**src/core/osa_pkg.sv**
```systemverilog
// Package of constants and types for the operand specifier address unit
package osa_pkg;

  // ==========================================================================
  // Specifier byte layout
  localparam int MODE_MSB = 7;
  localparam int MODE_LSB = 4;
  localparam int REG_MSB  = 3;
  localparam int REG_LSB  = 0;
  localparam int LIT_MSB  = 5;
  localparam int NUM_GPR  = 16;

  localparam logic [3:0] MODE_LIT_MAX   = 4'h3;
  localparam logic [3:0] MODE_REG_DEF   = 4'h6;
  localparam logic [3:0] MODE_AUTODEC   = 4'h7;
  localparam logic [3:0] MODE_AUTOINC   = 4'h8;
  localparam logic [3:0] MODE_AUTOINC_D = 4'h9;
  localparam logic [3:0] PC_NUM         = 4'hF;

  // ==========================================================================
  // Operand size codes
  typedef enum logic [2:0] {
    OSA_SZ_BYTE,
    OSA_SZ_WORD,
    OSA_SZ_LONG,
    OSA_SZ_QUAD,
    OSA_SZ_FLOAT,
    OSA_SZ_DOUBLE
  } osa_size_type;

  // Kind of operand delivered
  typedef enum logic [2:0] {
    OSA_K_NONE,
    OSA_K_LITERAL,
    OSA_K_ADDRESS,
    OSA_K_IMMEDIATE,
    OSA_K_ABSOLUTE,
    OSA_K_RESERVED
  } osa_kind_type;

  localparam logic [31:0] PTR_STEP   = 32'h0000_0004;
  localparam logic [31:0] ZERO_WORD  = 32'h0000_0000;
  localparam logic [63:0] ZERO_DWORD = 64'h0000_0000_0000_0000;

  // ==========================================================================
  // Floating literal layout
  localparam int FL_LITERAL_FRACTION_FIELD_LSB = 4;
  localparam int FL_EXP_LSB  = 7;
  localparam int FL_BIAS_BIT = 14;
  localparam logic [3:0] LIT_BYTES = 4'h4;

endpackage : osa_pkg

```
**src/core/osa_gpr_file.sv**
```systemverilog
// General register file with one registered read port
`timescale 1ns/1ns
module osa_gpr_file
  import osa_pkg::*;
(
  input  wire logic        mclk_in,
  input  wire logic        rstn_in,
  input  wire logic [3:0]  rd_addr_in,
  output logic      [31:0] rd_data_out,
  input  wire logic        wr_en_in,
  input  wire logic [3:0]  wr_addr_in,
  input  wire logic [31:0] wr_data_in,
  input  wire logic        wr_word_in
);

  logic [31:0] mem_reg [NUM_GPR];

  // ==========================================================================
  // Storage; a word load touches only the low half
  genvar gi;
  generate
    for (gi = 0; gi < NUM_GPR; gi++)
    begin : g_gpr
      always_ff @(posedge mclk_in or negedge rstn_in)
      begin
        if (!rstn_in)
          mem_reg[gi] <= ZERO_WORD;
        else if (wr_en_in && wr_addr_in == 4'(gi))
        begin
          if (wr_word_in)
            mem_reg[gi][15:0] <= wr_data_in[15:0];
          else
            mem_reg[gi] <= wr_data_in;
        end
      end
    end
  endgenerate

  always_ff @(posedge mclk_in or negedge rstn_in)
  begin
    if (!rstn_in)
      rd_data_out <= ZERO_WORD;
    else
      rd_data_out <= mem_reg[rd_addr_in];
  end

endmodule : osa_gpr_file

```
**src/core/osa_spec_unit.sv**
```systemverilog
// Operand specifier evaluation: address forming, register update, literals
// ==========================================================================
// Overview of operation
// - Mode 6: register contents are the operand address.
// - Mode 8 other than program counter: address is register, then register grows by operand size.
// - Mode 8 with program counter is reported as immediate form.
// - Mode 9 other than program counter: fetch pointer at register, it is the address; register plus 4.
// - Mode 9 with program counter is reported as absolute form.
// - Mode 7 other than program counter: register shrinks by size first, new value is the address.
// - Modes 0 to 3 are short literals, low six bits give 0 to 63.
// - Float literal: upper three bits exponent, lower three fraction.
// - Exponent goes to bits 7..9, fraction to bits 4..6.
// - Exponent is biased by 128.
// - Double literal is 64 bits, single literal 32 bits.
// - Memory operand spans size bytes from the address.
// - Word load into a register writes only the low 16 bits.
`timescale 1ns/1ns
module osa_spec_unit
  import osa_pkg::*;
(
  input  wire logic         mclk_in,
  input  wire logic         rstn_in,
  input  wire logic         spec_valid_in,
  input  wire logic [7:0]   spec_byte_in,
  input  wire osa_size_type spec_size_in,
  output logic              spec_ready_out,
  input  wire logic         ptr_ack_in,
  input  wire logic [31:0]  ptr_data_in,
  output logic              ptr_req_out,
  output logic [31:0]       ptr_addr_out,
  input  wire logic         gpr_load_in,
  input  wire logic [3:0]   gpr_load_num_in,
  input  wire logic [31:0]  gpr_load_data_in,
  input  wire osa_size_type gpr_load_size_in,
  output logic              opnd_valid_out,
  output osa_kind_type      opnd_kind_out,
  output logic [31:0]       opnd_addr_out,
  output logic [3:0]        opnd_bytes_out,
  output logic [63:0]       opnd_lit_out
);

  typedef enum {ST_IDLE, ST_READ, ST_EVAL, ST_PTR, ST_DONE} osa_state_type;

  osa_state_type state_reg;
  logic [3:0]    mode_reg;
  logic [3:0]    num_reg;
  osa_size_type  size_reg;
  logic [5:0]    lit_reg;
  logic [31:0]   rd_data;
  logic          wb_en;
  logic [31:0]   wb_data;
  logic [3:0]    rd_num;

  // ==========================================================================
  // Decoding helpers
  function automatic logic [3:0] size_bytes(input osa_size_type sz);
    case (sz)
      OSA_SZ_BYTE:   size_bytes = 4'h1;
      OSA_SZ_WORD:   size_bytes = 4'h2;
      OSA_SZ_LONG,
      OSA_SZ_FLOAT:  size_bytes = 4'h4;
      default:       size_bytes = 4'h8;
    endcase
  endfunction : size_bytes

  function automatic logic [63:0] float_lit(input logic [5:0] lit,
                                            input osa_size_type sz);
    logic [63:0] v;
    v = ZERO_DWORD;
    v[FL_LITERAL_FRACTION_FIELD_LSB +: 3] = lit[2:0];
    v[FL_EXP_LSB +: 3]  = lit[5:3];
    v[FL_BIAS_BIT]      = 1'b1;
    if (sz != OSA_SZ_DOUBLE)
      v[63:32] = ZERO_WORD;
    float_lit = v;
  endfunction : float_lit

  function automatic logic is_float(input osa_size_type sz);
    is_float = (sz == OSA_SZ_FLOAT) || (sz == OSA_SZ_DOUBLE);
  endfunction : is_float

  // ==========================================================================
  // Register file; the read port takes the offered register number in ST_IDLE, else the held one
  assign rd_num = spec_valid_in && state_reg == ST_IDLE
                  ? spec_byte_in[REG_MSB:REG_LSB] : num_reg;

  osa_gpr_file u_gpr
  (
    .mclk_in     (mclk_in),
    .rstn_in     (rstn_in),
    .rd_addr_in  (rd_num),
    .rd_data_out (rd_data),
    .wr_en_in    (wb_en || gpr_load_in),
    .wr_addr_in  (wb_en ? num_reg : gpr_load_num_in),
    .wr_data_in  (wb_en ? wb_data : gpr_load_data_in),
    .wr_word_in  (!wb_en && gpr_load_size_in == OSA_SZ_WORD)
  );

  // Write-back happens in ST_EVAL, before ST_IDLE accepts the next specifier
  always_comb
  begin
    wb_en   = 1'b0;
    wb_data = rd_data;
    if (state_reg == ST_EVAL && num_reg != PC_NUM)
    begin
      case (mode_reg)
        MODE_AUTOINC:
        begin
          wb_en   = 1'b1;
          wb_data = rd_data + 32'(size_bytes(size_reg));
        end
        MODE_AUTOINC_D:
        begin
          wb_en   = 1'b1;
          wb_data = rd_data + PTR_STEP;
        end
        MODE_AUTODEC:
        begin
          wb_en   = 1'b1;
          wb_data = rd_data - 32'(size_bytes(size_reg));
        end
        default:
        begin
          wb_en   = 1'b0;
          wb_data = rd_data;
        end
      endcase
    end
  end

  // ==========================================================================
  // Sequencer
  always_ff @(posedge mclk_in or negedge rstn_in)
  begin
    if (!rstn_in)
    begin
      state_reg <= ST_IDLE;
      mode_reg  <= 4'h0;
      num_reg   <= 4'h0;
      size_reg  <= OSA_SZ_BYTE;
      lit_reg   <= 6'h00;
    end
    else
    begin
      case (state_reg)
        ST_IDLE:
          if (spec_valid_in)
          begin
            mode_reg  <= spec_byte_in[MODE_MSB:MODE_LSB];
            num_reg   <= spec_byte_in[REG_MSB:REG_LSB];
            size_reg  <= spec_size_in;
            lit_reg   <= spec_byte_in[LIT_MSB:0];
            state_reg <= ST_READ;
          end
        ST_READ:
          state_reg <= ST_EVAL;
        ST_EVAL:
          if (mode_reg == MODE_AUTOINC_D && num_reg != PC_NUM)
            state_reg <= ST_PTR;
          else
            state_reg <= ST_DONE;
        ST_PTR:
          if (ptr_ack_in)
            state_reg <= ST_DONE;
        ST_DONE:
          state_reg <= ST_IDLE;
        default:
          state_reg <= ST_IDLE;
      endcase
    end
  end

  // ==========================================================================
  // Pointer fetch for the deferred post-increment form
  always_ff @(posedge mclk_in or negedge rstn_in)
  begin
    if (!rstn_in)
    begin
      ptr_req_out  <= 1'b0;
      ptr_addr_out <= ZERO_WORD;
    end
    else if (state_reg == ST_EVAL && mode_reg == MODE_AUTOINC_D && num_reg != PC_NUM)
    begin
      ptr_req_out  <= 1'b1;
      ptr_addr_out <= rd_data;
    end
    else if (ptr_ack_in)
      ptr_req_out <= 1'b0;
  end

  always_ff @(posedge mclk_in or negedge rstn_in)
  begin
    if (!rstn_in)
      spec_ready_out <= 1'b0;
    else
      spec_ready_out <= state_reg == ST_IDLE && !spec_valid_in;
  end

  // ==========================================================================
  // Operand result
  always_ff @(posedge mclk_in or negedge rstn_in)
  begin
    if (!rstn_in)
    begin
      opnd_valid_out <= 1'b0;
      opnd_kind_out  <= OSA_K_NONE;
      opnd_addr_out  <= ZERO_WORD;
      opnd_bytes_out <= 4'h0;
      opnd_lit_out   <= ZERO_DWORD;
    end
    else
    begin
      opnd_valid_out <= 1'b0;
      if (state_reg == ST_PTR && ptr_ack_in)
      begin
        opnd_valid_out <= 1'b1;
        opnd_kind_out  <= OSA_K_ADDRESS;
        opnd_addr_out  <= ptr_data_in;
        opnd_bytes_out <= size_bytes(size_reg);
      end
      else if (state_reg == ST_EVAL)
      begin
        opnd_bytes_out <= size_bytes(size_reg);
        opnd_addr_out  <= rd_data;
        opnd_lit_out   <= ZERO_DWORD;
        if (mode_reg <= MODE_LIT_MAX)
        begin
          opnd_valid_out <= 1'b1;
          opnd_kind_out  <= OSA_K_LITERAL;
          opnd_bytes_out <= is_float(size_reg) ? size_bytes(size_reg) : LIT_BYTES;
          if (is_float(size_reg))
            opnd_lit_out <= float_lit(lit_reg, size_reg);
          else
            opnd_lit_out <= {58'h0, lit_reg};
        end
        else if (mode_reg == MODE_AUTOINC && num_reg == PC_NUM)
        begin
          opnd_valid_out <= 1'b1;
          opnd_kind_out  <= OSA_K_IMMEDIATE;
        end
        else if (mode_reg == MODE_AUTOINC_D && num_reg == PC_NUM)
        begin
          opnd_valid_out <= 1'b1;
          opnd_kind_out  <= OSA_K_ABSOLUTE;
        end
        else if (mode_reg == MODE_REG_DEF || mode_reg == MODE_AUTOINC)
        begin
          opnd_valid_out <= 1'b1;
          opnd_kind_out  <= OSA_K_ADDRESS;
        end
        else if (mode_reg == MODE_AUTODEC)
        begin
          opnd_valid_out <= 1'b1;
          opnd_kind_out  <= OSA_K_ADDRESS;
          opnd_addr_out  <= wb_data;
        end
        else if (mode_reg != MODE_AUTOINC_D)
        begin
          // Other modes are handled elsewhere; flag them rather than guess
          opnd_valid_out <= 1'b1;
          opnd_kind_out  <= OSA_K_RESERVED;
        end
      end
    end
  end

  // ==========================================================================
  // Checks
  a_regdef_addr: assert property (@(posedge mclk_in) disable iff (!rstn_in)
    state_reg == ST_EVAL && mode_reg == MODE_REG_DEF |=>
      opnd_valid_out && opnd_addr_out == $past(rd_data))
    else $error("register deferred address wrong");
  a_autoinc_step: assert property (@(posedge mclk_in) disable iff (!rstn_in)
    state_reg == ST_EVAL && mode_reg == MODE_AUTOINC && num_reg != PC_NUM |=>
      u_gpr.mem_reg[num_reg] == $past(rd_data) + 32'(size_bytes(size_reg)))
    else $error("autoincrement step wrong");
  a_imm_kind: assert property (@(posedge mclk_in) disable iff (!rstn_in)
    state_reg == ST_EVAL && mode_reg == MODE_AUTOINC && num_reg == PC_NUM |=>
      opnd_kind_out == OSA_K_IMMEDIATE)
    else $error("immediate form not reported");
  a_defer_step: assert property (@(posedge mclk_in) disable iff (!rstn_in)
    state_reg == ST_EVAL && mode_reg == MODE_AUTOINC_D && num_reg != PC_NUM |->
      wb_data == rd_data + PTR_STEP ##1 ptr_req_out && ptr_addr_out == $past(rd_data))
    else $error("deferred pointer handling wrong");
  a_abs_kind: assert property (@(posedge mclk_in) disable iff (!rstn_in)
    state_reg == ST_EVAL && mode_reg == MODE_AUTOINC_D && num_reg == PC_NUM |=>
      opnd_kind_out == OSA_K_ABSOLUTE)
    else $error("absolute form not reported");
  a_autodec_addr: assert property (@(posedge mclk_in) disable iff (!rstn_in)
    state_reg == ST_EVAL && mode_reg == MODE_AUTODEC && num_reg != PC_NUM |=>
      opnd_addr_out == $past(rd_data) - 32'(size_bytes($past(size_reg))))
    else $error("autodecrement address wrong");
  a_lit_float: assert property (@(posedge mclk_in) disable iff (!rstn_in)
    opnd_valid_out && opnd_kind_out == OSA_K_LITERAL && opnd_bytes_out == 4'h8 |->
      opnd_lit_out[FL_BIAS_BIT] && opnd_lit_out[3:0] == 4'h0)
    else $error("double literal layout wrong");
  a_wb_before_next: assert property (@(posedge mclk_in) disable iff (!rstn_in)
    wb_en |=> !spec_ready_out ##1 state_reg != ST_EVAL)
    else $error("write-back overlaps next specifier");

  c_lit: cover property (@(posedge mclk_in) opnd_valid_out && opnd_kind_out == OSA_K_LITERAL);
  c_dec: cover property (@(posedge mclk_in) wb_en && mode_reg == MODE_AUTODEC);
  c_ptr: cover property (@(posedge mclk_in) ptr_req_out && ptr_ack_in);

endmodule : osa_spec_unit

```
**config.mk**
```make
export PLATFORM = sky130hd
export DESIGN_NAME = osa_spec_unit
export DESIGN_NICKNAME = d
export VERILOG_FILES = /design/src/core/osa_pkg.sv /design/src/core/osa_gpr_file.sv /design/src/core/osa_spec_unit.sv
export SDC_FILE = /design/constraint.sdc
export NUM_CORES = 1
export LEC_CHECK = 0
export BUFFER_PORTS_ARGS = -buffer_cell sky130_fd_sc_hd__buf_2
export CELL_PAD_IN_SITES_DETAIL_PLACEMENT = 1
export CELL_PAD_IN_SITES_GLOBAL_PLACEMENT = 1
export CORE_MARGIN = 2
export CORE_UTILIZATION = 39
export CTS_CLUSTER_DIAMETER = 80
export DETAILED_ROUTE_END_ITERATION = 10
export GPL_TIMING_DRIVEN = 1
export HOLD_SLACK_MARGIN = 0.05
export MAX_ROUTING_LAYER = met4
export PLACE_DENSITY = 0.79
export SLEW_MARGIN = 40
export SYNTH_ARGS = -nofsm -noshare
export SYNTH_HDL_FRONTEND = slang
export SYNTH_SLANG_ARGS = --single-unit
```
**constraint.sdc**
```tcl
create_clock -name mclk_in -period 4.2 [get_ports mclk_in]
set_input_delay 0.63 -clock mclk_in [delete_from_list [all_inputs] [get_ports mclk_in]]
set_output_delay 0.63 -clock mclk_in [all_outputs]
set_load 0.02 [all_outputs]
```
==> results of run 1 <==
layer usage:
layer / GRT usage / wire length (µm)
met1: 0.323 / 45900
met2: 0.429 / 52400
met3: 0.0304 / 5150
met4: 0.0881 / 3520
met5: - / 0
metrics by stage:
stage | area [µm²] | hold WS (ns) | util | total power, mW | setup slack (ns)
final | 37300 | 0.159 | 0.454 | 31.7 | 0.157
after global routing | 37300 | 0.164 | 0.454 | 33.5 | 0.00177
after CTS | 37300 | 0.134 | 0.453 | 31.6 | 0.0854
after detailed placement | 35100 | 0.462 | 0.427 | 25.4 | 0.0481
after global placement | 35100 | 0.457 | 0.426 | 24.6 | 0.0534
after floorplan | 32700 | 0.334 | - | 20.5 | 0.147
report_power, final:
part	switching (mW)	internal (mW)	leakage, nW
sequential	2.00	9.22	7.92
combinational	8.62	5.96	8.79
clock	2.57	3.30	1.03
worst paths after layout:
| path | startpoint | to | slack [ns] | depth (start not counted) |
|---|---|---|---|---|
| min in group asynchronous | rstn_in | opnd_addr_out[17]$_DFFE_PN0P_ | 0.49 | 2 |
| hold reg to reg | ptr_addr_out[5]$_DFFE_PN0P_ | ptr_addr_out[5]$_DFFE_PN0P_ | 0.47 | 2 |
| setup reg to reg | size_reg[1]$_DFFE_PN0P_ | u_gpr.mem_reg[497]$_DFFE_PN0P_ | 0.16 | 14 |
| hold / removal | spec_valid_in | spec_ready_out$_DFF_PN0_ | 0.16 | 2 |
| setup / recovery | size_reg[1]$_DFFE_PN0P_ | u_gpr.mem_reg[497]$_DFFE_PN0P_ | 0.16 | 14 |
| max in group asynchronous | rstn_in | u_gpr.mem_reg[300]$_DFFE_PN0P_ | 2.54 | 4 |
area by class of cell:
class | instances | area, µm² | share of cell area
Sequential cell | 643 | 16100 | 0.431
Multi-Input combinational cell | 2261 | 15300 | 0.409
Timing Repair Buffer | 335 | 2400 | 0.0643
Clock buffer | 103 | 1910 | 0.0512
Tap cell | 1070 | 1340 | 0.0359
Clock inverter | 15 | 216 | 0.00580
Inverter | 22 | 85.1 | 0.00228
Antenna cell | 1 | 2.50 | 0.0000671
cells in the final DEF, fill, tap and decap left out, types with 8 or more instances in the layout:
master,count
nand2_1,555
dfrtp_1,643
inv_1,20
a21o_1,17
buf_12,22
nor3_1,16
mux2i_1,491
a22oi_1,10
clkbuf_16,67
a22o_1,12
xnor2_1,22
a31oi_1,8
nand2b_1,10
clkbuf_8,10
nand3_1,29
o21ai_0,408
ha_1,33
conb_1,53
and3_1,10
buf_2,170
or3_1,9
o21ai_1,27
clkbuf_1,26
mux2_2,158
nand4_1,24
and4_1,8
a21oi_1,86
o22ai_1,14
nor4_1,8
xor2_1,12
nor2_1,77
buf_4,139
cell families after synthesis:
kind of cell               count (synthesis)  share of synthesized area
DFF                                      643                      0.496
AOI/OAI and AO/OA                        682                      0.122
adders and majority gates                 35                     0.0136
muxes                                    652                      0.207
and+or+nand+nor                          805                      0.108
buffers and inverters                    302                     0.0447
xor gates and xnor gates                  34                    0.00917
other                                      1                   0.000116
what timing repair did:
action | CTS | global route
gates cloned | 0 | 0
setup endpoints to repair | 2 | 77
resized for setup | 1 | 8
hold buffers | 1 | 0
endpoints found under the hold margin | 27 | 0
pin swaps | 0 | 1
==> run summary, run 1 <==
outcome = finished, final reports clean
Worst EP required = 4.72 ns
Initial DRC Count = 1681
Syn-to-layout area delta = 14.9%
layout cell share with drive strength beyond 1 = 0.191
clk sinks = 643
Setup Buffers After CTS = 0
chip height = 293 µm
Worst IR Drop VDD = 372 µV
Setup crit end kind = register
top-count cell post-synth = dfrtp_1
crit-path max cell delay = 0.43 ns
initial antenna violation count = 1
cell area after synthesis = 32500 µm²
routability cong. = 0.982
vias = 25400
die width = 293 µm
Final Slew Violations = 0
HPWL Detailed = 73000 µm
Worst path slowest cell = mux2i_1
Final TNS setup = 0 ns
Hold Crit Class = input port to register
Routed Antenna Nets = 0
Worst-Margin Slew = 0.841 ns
pin count of the biggest net entering global routing = 73
IO buf count = 171
root buf cell = clkbuf_16
H-tree depth = 3
EDFF count, synth = 0
Worst EP arrival = 4.57 ns
most area-consuming cells after synthesis = dfrtp_1, mux2i_1, nand2_1, o21ai_0, mux2_2
total gr overflow = 0
vias in the first global route = 27400
GRT Overall Usage = 0.257
Worst-path clk slew = 0.06 ns
skew final = 0.0299 ns
pwr dens = 849 nW/µm²
DIE AREA = 85600 µm²
fraction of registers with async set/reset = 1.00
Filler cells = 9128
CP Buf/Inv Count = 2
sequential-to-total area share from yosys stat = 0.496
CTS tree = done
fin cells = 4450
Max-slew headroom = 0.432
DRC Markers = 0
Yosys warnings = 0
Vias/cell = 5.70
crit path kind = register to register
first-pass GRT wire length = 166000 µm
Period minus WS final = 4.04 ns
drt pass-1 iters = 5
WL final = 107000 µm
unrepaired setup endpoints after global routing = false
Mapped Cells = 3154
CP top delay family = compound AO/OA/AOI/OAI gates
leakage = 17.7 nW
row cnt = 105
number of max-cap violations = 0
Worst setup SP type = register
period utilization = 0.963
Max clock buf depth = 3
maximum fanout along the worst path = 15
max reg flops = 512
Initial Utilization = 0.395
synthesized flop and latch total = 643
Final #Nets = 3451
DP Cell Count = 4330
top cell type's share of synthesized area = 0.496
Core ar. = 82200 µm²
Boundary Pins = 225
wire per inst = 24.0 µm
final hold violations = 0
total CTS buffers = 67
top_reg_cell synth = dfrtp_1
Worst-Skew Late Latency = 0.63 ns
Yosys cell types = 93
post-synth top area cell = dfrtp_1
Mapped Avg Cell Area = 10.3 µm²
max frequency = 247 MHz
crit-path cells = or3_1 > ha_1 > a21oi_1 > ha_1 > and3b_1 > o211ai_1 > nand2_1 > buf_4 > a21oi_1 > o21bai_1 > mux2i_1 > o31ai_2 > buf_4 > o21ai_0
Setup violations, final = 0
most frequent cells after synthesis = dfrtp_1, nand2_1, mux2i_1, o21ai_0, mux2_2
No activity file was read; power rests on OpenSTA's default activity.
==> run 2: changes to the inputs <==
--- a/config.mk
+++ b/config.mk
@@ -5,6 +5,7 @@
 export SDC_FILE = /design/constraint.sdc
 export NUM_CORES = 1
 export LEC_CHECK = 0
+export ABC_AREA = 0
 export BUFFER_PORTS_ARGS = -buffer_cell sky130_fd_sc_hd__buf_2
 export CELL_PAD_IN_SITES_DETAIL_PLACEMENT = 1
 export CELL_PAD_IN_SITES_GLOBAL_PLACEMENT = 1
==> constraint.sdc (replaced) <==
create_clock -name mclk_in -period 4.2 [get_ports mclk_in]
set_input_delay 1.26 -clock mclk_in [delete_from_list [all_inputs] [get_ports mclk_in]]
set_output_delay 1.26 -clock mclk_in [all_outputs]
set_load 0.02 [all_outputs]
==> run 2 against run 1 <==
Compared with the run above:
- first-iteration DRC count shrank 0.24%
- die area is the same
- power grew 1.1%
- fmax shrank 0.99%
- global-route usage grew 0.12 points
- non-clock buffer count shrank 7
- combinational power is essentially flat
- clock skew shrank 0.013 ns
- sequential power is essentially flat
- hold slack gained 0.31 ns
- cell area is essentially flat
- critical path type unchanged
- critical endpoint is now u_gpr.mem_reg[184]$_DFFE_PN0P_
==> run summary, run 2 (synthesis gave the netlist of run 1 again) <==
WHS = 0.467 ns (+0.308 ns)
Worst-path clk slew = 0.06 ns (about the same)
DP Cell Count = 4324 (-0.14%)
DRC Markers = 0 (unchanged)
H-tree depth = 3 (unchanged)
initial antenna violation count = 1 (unchanged)
Max clock buf depth = 3 (unchanged)
vias in the first global route = 27100 (-1.4%)
Power Total = 32.0 mW (+1.1%)
chip height = 293 µm (unchanged)
Core ar. = 82200 µm² (unchanged)
Hold Crit Class = register to register
Initial Utilization = 0.395 (unchanged)
wire per inst = 24.3 µm (+1.1%)
Boundary Pins = 225 (unchanged)
ant diodes = 0 (-1)
layout cell share with drive strength beyond 1 = 0.196 (+0.00419)
max frequency = 245 MHz (-0.99%)
skew final = 0.0168 ns (-0.0132 ns)
final core area utilization = 0.453 (about the same)
Worst setup SP type = register
fin cells = 4443 (-0.16%)
Final TNS setup = 0 ns (unchanged)
max reg flops = 512 (unchanged)
leakage = 17.8 nW (+0.19%)
pin count of the biggest net entering global routing = 100 (+37%)
Setup crit end kind = register
clk sinks = 643 (unchanged)
first-pass GRT wire length = 166000 µm (about the same)
Routed Antenna Nets = 0 (unchanged)
Final Instance Area = 37300 µm² (about the same)
Vias/cell = 5.75 (+0.81%)
Worst EP arrival = 4.58 ns (about the same)
IO buf count = 171 (unchanged)
Worst-Skew Late Latency = 0.62 ns (about the same)
drt pass-1 iters = 5 (unchanged)
Initial DRC Count = 1677 (-0.24%)
Worst IR Drop VDD = 514 µV (+38%)
routability cong. = 0.942 (-4.0%)
worst slack at placement = 0.142 ns (+0.0937 ns)
die width = 293 µm (unchanged)
Worst EP required = 4.70 ns (-0.02 ns)
total gr overflow = 0 (unchanged)
vias = 25500 (+0.65%)
most frequent cells in the layout = dfrtp_1, nand2_1, mux2i_1, o21ai_0, buf_2
number of max-cap violations = 0 (unchanged)
total CTS buffers = 67 (unchanged)
WL final = 108000 µm (+0.95%)
outcome = finished, final reports clean
Final Slew Violations = 0 (unchanged)
Worst-Margin Slew = 0.945 ns (+0.105 ns)
DIE AREA = 85600 µm² (unchanged)
final hold violations = 0 (unchanged)
Cell Area, Placed = 35000 µm² (-0.33%)
commonest non-fill, non-tap cell in the layout = dfrtp_1
pwr dens = 859 nW/µm² (+1.2%)
Syn-to-layout area delta = 14.9% (about the same)
GRT Overall Usage = 0.258 (+0.00125)
Final #Nets = 3444 (-0.20%)
worst setup margin = 0.116 ns (-0.0406 ns)
crit path kind = register to register
maximum fanout along the worst path = 15 (unchanged)
row cnt = 105 (unchanged)
Max-slew headroom = 0.367 (-0.0648)
period utilization = 0.972 (+0.00966)
HPWL Detailed = 73600 µm (+0.78%)
CTS tree = done
Period minus WS final = 4.08 ns (+0.0406 ns)
Setup violations, final = 0 (unchanged)
root buf cell = clkbuf_16
[run 2: cell count changes in the layout (fill, tap and decap cells not counted), moves of 2 or more]
cell / change
clkinv_2: +9
clkbuf_1: -17
inv_6: -2
buf_12: -5
clkinv_8: -2
clkbuf_16: +2
inv_16: +2
clkinv_16: -2
clkbuf_8: +10
a21oi_2: +2
o31ai_2: -2
[run 2: worst paths after layout]
| check | endpoint | start | cells past startpoint | slack, ns |
|---|---|---|---|---|
| max | u_gpr.mem_reg[184]$_DFFE_PN0P_ | size_reg[2]$_DFFE_PN0P_ | 16 | 0.12 |
| min | ptr_addr_out[18]$_DFFE_PN0P_ | ptr_addr_out[18]$_DFFE_PN0P_ | 2 | 0.47 |
| max reg2reg | u_gpr.mem_reg[184]$_DFFE_PN0P_ | size_reg[2]$_DFFE_PN0P_ | 16 | 0.12 |
| min reg2reg | ptr_addr_out[18]$_DFFE_PN0P_ | ptr_addr_out[18]$_DFFE_PN0P_ | 2 | 0.47 |
| max in group asynchronous | u_gpr.mem_reg[170]$_DFFE_PN0P_ | rstn_in | 2 | 2.50 |
| min in group asynchronous | ptr_addr_out[17]$_DFFE_PN0P_ | rstn_in | 1 | 0.62 |
[run 2: report_power, final]
group          switching, mW  internal, mW  leakage, nW
combinational           8.55          5.95         8.73
sequential              2.16          9.22         7.92
clock                   2.57          3.57         1.13
[run 2: what timing repair did]
| action | 4_1_cts | 5_1_grt |
|---|---|---|
| setup endpoints to repair | 0 | 73 |
| hold buffers | 0 | 0 |
| gates resized for setup | 0 | 7 |
| setup buffers | 0 | 0 |
[run 2: area by class of cell]
cell class | instances | area, µm²
Clock buffer | 98 | 2040
Clock inverter | 21 | 221
Fill cell | 9073 | 44900
Inverter | 22 | 85.1
Multi-Input combinational cell | 2261 | 15300
Sequential cell | 643 | 16100
Tap cell | 1070 | 1340
Timing Repair Buffer | 328 | 2260
[run 2: layer usage]
metal,vias to the layer above,global-route usage,wire length (µm)
met5,-,-,0
met4,0,0.105,4300
met3,209,0.0301,4800
met2,706,0.424,52600
met1,13300,0.324,46300
li1,11300,-,-
[run 2: critical path: stages (launching register included)]
cell and delay, ns:
dfrtp_1 0.42, buf_4 0.16, nor2_1 0.13, nand2_1 0.10, ha_1 0.31, a21oi_2 0.08
fa_1 0.43, a21o_1 0.24, a221oi_2 0.37, o2111ai_1 0.30, nand3_1 0.27, a31oi_1 0.13
o31ai_1 0.28, buf_4 0.19, o21ai_0 0.09, buf_4 0.20, o21ai_0 0.25
==> run 3: changes to the inputs <==
--- a/config.mk
+++ b/config.mk
@@ -7,6 +7,7 @@
 export LEC_CHECK = 0
 export ABC_AREA = 0
 export BUFFER_PORTS_ARGS = -buffer_cell sky130_fd_sc_hd__buf_2
+export CAP_MARGIN = 15
 export CELL_PAD_IN_SITES_DETAIL_PLACEMENT = 1
 export CELL_PAD_IN_SITES_GLOBAL_PLACEMENT = 1
 export CORE_MARGIN = 2
@@ -16,7 +17,7 @@
 export GPL_TIMING_DRIVEN = 1
 export HOLD_SLACK_MARGIN = 0.05
 export MAX_ROUTING_LAYER = met4
-export PLACE_DENSITY = 0.79
+export PLACE_DENSITY = 0.76
 export SLEW_MARGIN = 40
 export SYNTH_ARGS = -nofsm -noshare
 export SYNTH_HDL_FRONTEND = slang
==> constraint.sdc (replaced) <==
create_clock -name mclk_in -period 5.1 [get_ports mclk_in]
set_input_delay 1.53 -clock mclk_in [delete_from_list [all_inputs] [get_ports mclk_in]]
set_output_delay 1.53 -clock mclk_in [all_outputs]
set_load 0.02 [all_outputs]
==> run 3 against run 2 <==
Compared with the run above:
- cell area is 0.62% lower
- fmax fell by 13%
- setup slack gained 0.30 ns
- via count decreased by 1.5%
- global-route usage fell by 0.27 points
- non-clock buffer count fell by 16
- first-iteration DRC count grew 12%
- highest routed layer unchanged
==> run summary, run 3 (synthesis gave the netlist of run 1 again) <==
outcome = finished, final reports clean
GRT Overall Usage = 0.255 (-0.00268)
Boundary Pins = 225 (unchanged)
Worst-Margin Slew = 0.859 ns (-0.0864 ns)
number of max-cap violations = 0 (unchanged)
routability cong. = 0.958 (+1.7%)
r2r setup slk = 0.42 ns (+0.30 ns)
Setup crit end kind = register
DRC Markers = 0 (unchanged)
Max clock buf depth = 3 (unchanged)
initial antenna violation count = 2 (+1)
Setup violations, final = 0 (unchanged)
DIE AREA = 85600 µm² (unchanged)
worst setup margin = 0.418 ns (+0.302 ns)
root buf cell = clkbuf_16
Worst-path clk slew = 0.06 ns (about the same)
ant diodes = 0 (unchanged)
max frequency = 214 MHz (-13%)
Final Slew Violations = 0 (unchanged)
Final #Nets = 3427 (-0.49%)
first-pass GRT wire length = 164000 µm (-1.4%)
cts hold-fix bufs = 0 (unchanged)
Worst-Skew Late Latency = 0.61 ns (about the same)
H-tree depth = 3 (unchanged)
Period minus WS final = 4.68 ns (+0.598 ns)
clk sinks = 643 (unchanged)
Final TNS setup = 0 ns (unchanged)
Worst EP required = 5.64 ns (+0.94 ns)
final hold violations = 0 (unchanged)
period utilization = 0.918 (-0.0543)
maximum fanout along the worst path = 49 (+34)
pin count of the biggest net entering global routing = 83 (-17%)
Hold Crit Class = register to register
total CTS buffers = 66 (-1.5%)
CP top delay family = compound AO/OA/AOI/OAI gates
most frequent cells in the layout = dfrtp_1, nand2_1, mux2i_1, o21ai_0, buf_2
layout cell share with drive strength beyond 1 = 0.187 (-0.00862)
IO buf count = 171 (unchanged)
Vias/cell = 5.69 (-1.0%)
unrepaired setup endpoints after global routing = false
crit-path cells = nand4b_2 > inv_2 > buf_12 > ha_1 > a21o_1 > o21ba_2 > or2b_1 > a2111oi_0 > o21ai_0 > or4_1 > a31oi_4 > mux2_2
FF-to-FF path depth = 12 (-4)
Worst EP arrival = 5.22 ns (+0.64 ns)
crit path kind = register to register
Syn-to-layout area delta = 14.2%
total gr overflow = 0 (unchanged)
Filler cells = 9121 (+0.53%)
drt pass-1 iters = 5 (unchanged)
area of the multi-input gates = 15300 µm² (about the same)
Max-slew headroom = 0.421 (+0.0539)
Routed Antenna Nets = 0 (unchanged)
worst slack at placement = 0.389 ns (+0.247 ns)
die width = 293 µm (unchanged)
HPWL Detailed = 72200 µm (-1.9%)
commonest non-fill, non-tap cell in the layout = dfrtp_1
WL final = 106000 µm (-1.5%)
Worst setup SP type = register
chip height = 293 µm (unchanged)
Initial Utilization = 0.395 (unchanged)
vias in the first global route = 26600 (-1.8%)
Reg2Reg Launch Point = mode_reg[2]$_DFFE_PN0P_
pwr dens = 691 nW/µm² (-20%)
Setup Buffers After CTS = 0 (unchanged)
wire per inst = 24.1 µm (-0.99%)
vias = 25200 (-1.5%)
CP Buf/Inv Count = 2 (-1)
critical path depth in cells = 12 (-4)
Setup crit start = mode_reg[2]$_DFFE_PN0P_
row cnt = 105 (unchanged)
max reg flops = 512 (unchanged)
CP endpoint = u_gpr.mem_reg[383]$_DFFE_PN0P_
Core ar. = 82200 µm² (unchanged)
leakage = 17.6 nW (-0.90%)
Worst IR Drop VDD = 329 µV (-36%)
skew final = 0.0197 ns (+0.00292 ns)
CTS tree = done
Worst R2R End = u_gpr.mem_reg[383]$_DFFE_PN0P_
Initial DRC Count = 1879 (+12%)
crit-path max cell delay = 0.54 ns (+0.11 ns)
Worst path slowest cell = dfrtp_1
Reg area = 16100 µm² (unchanged)
run 3: layout make-up:
type,count,area share
Inverter,22,0.00230
Timing Repair Buffer,312,0.0600
Clock buffer,96,0.0508
Tap cell,1070,0.0361
Clock inverter,18,0.00452
Multi-Input combinational cell,2261,0.412
Sequential cell,643,0.434
run 3: worst reg2reg max path, cell delays in order, from the launching register on:
cell and delay, ns:
dfrtp_1 0.54, nand4b_2 0.37, inv_2 0.24, buf_12 0.26, ha_1 0.43, a21o_1 0.21
o21ba_2 0.26, or2b_1 0.24, a2111oi_0 0.52, o21ai_0 0.35, or4_1 0.52, a31oi_4 0.42
mux2_2 0.26
run 3: report_power, final:
group	switching [mW]	leakage (nW)	internal, mW
combinational	6.54	8.69	4.87
clock	2.10	1.01	2.63
sequential	1.88	7.92	7.58
total	10.5	17.6	15.1
run 3: worst min-delay path by stage:
| stage | slack [ns] | end | start | cells after the start |
|---|---|---|---|---|
| floorplan | 0.45 | u_gpr.mem_reg[103]$_DFFE_PN0P_ | u_gpr.mem_reg[103]$_DFFE_PN0P_ | 2 |
| global placement | 0.46 | ptr_addr_out[16]$_DFFE_PN0P_ | ptr_addr_out[16]$_DFFE_PN0P_ | 2 |
| detailed placement | 0.46 | ptr_addr_out[16]$_DFFE_PN0P_ | ptr_addr_out[16]$_DFFE_PN0P_ | 2 |
| CTS | 0.47 | ptr_addr_out[16]$_DFFE_PN0P_ | ptr_addr_out[16]$_DFFE_PN0P_ | 2 |
| global route | 0.49 | ptr_addr_out[16]$_DFFE_PN0P_ | ptr_addr_out[16]$_DFFE_PN0P_ | 2 |
| finish | 0.47 | ptr_addr_out[16]$_DFFE_PN0P_ | ptr_addr_out[16]$_DFFE_PN0P_ | 2 |
run 3: stage by stage:
step            util  instances  hold WS (ns)  cell area (µm²)  total power [mW]
2_1_floorplan      -       3206         0.445            32700              16.8
3_3_place_gp   0.424       4305         0.457            34900              20.1
3_5_place_dp   0.425       4307         0.459            35000              20.7
4_1_cts        0.450       4421         0.473            37000              25.6
5_1_grt        0.451       4422         0.493            37100              27.1
6_report       0.451       4422         0.468            37100              25.6
run 3: timing repair:
action / in CTS / in global routing
endpoints found under the hold margin: 0 / 0
endpoints found under the setup margin: 0 / 15
resized for setup: 0 / 1
run 3: per-layer routing:
metal / vias up / GRT usage / wire, µm
met5: - / - / 0
met1: 13000 / 0.334 / 47600
li1: 11300 / - / -
met4: 0 / 0.0862 / 3340
met2: 622 / 0.416 / 51200
met3: 170 / 0.0256 / 4300
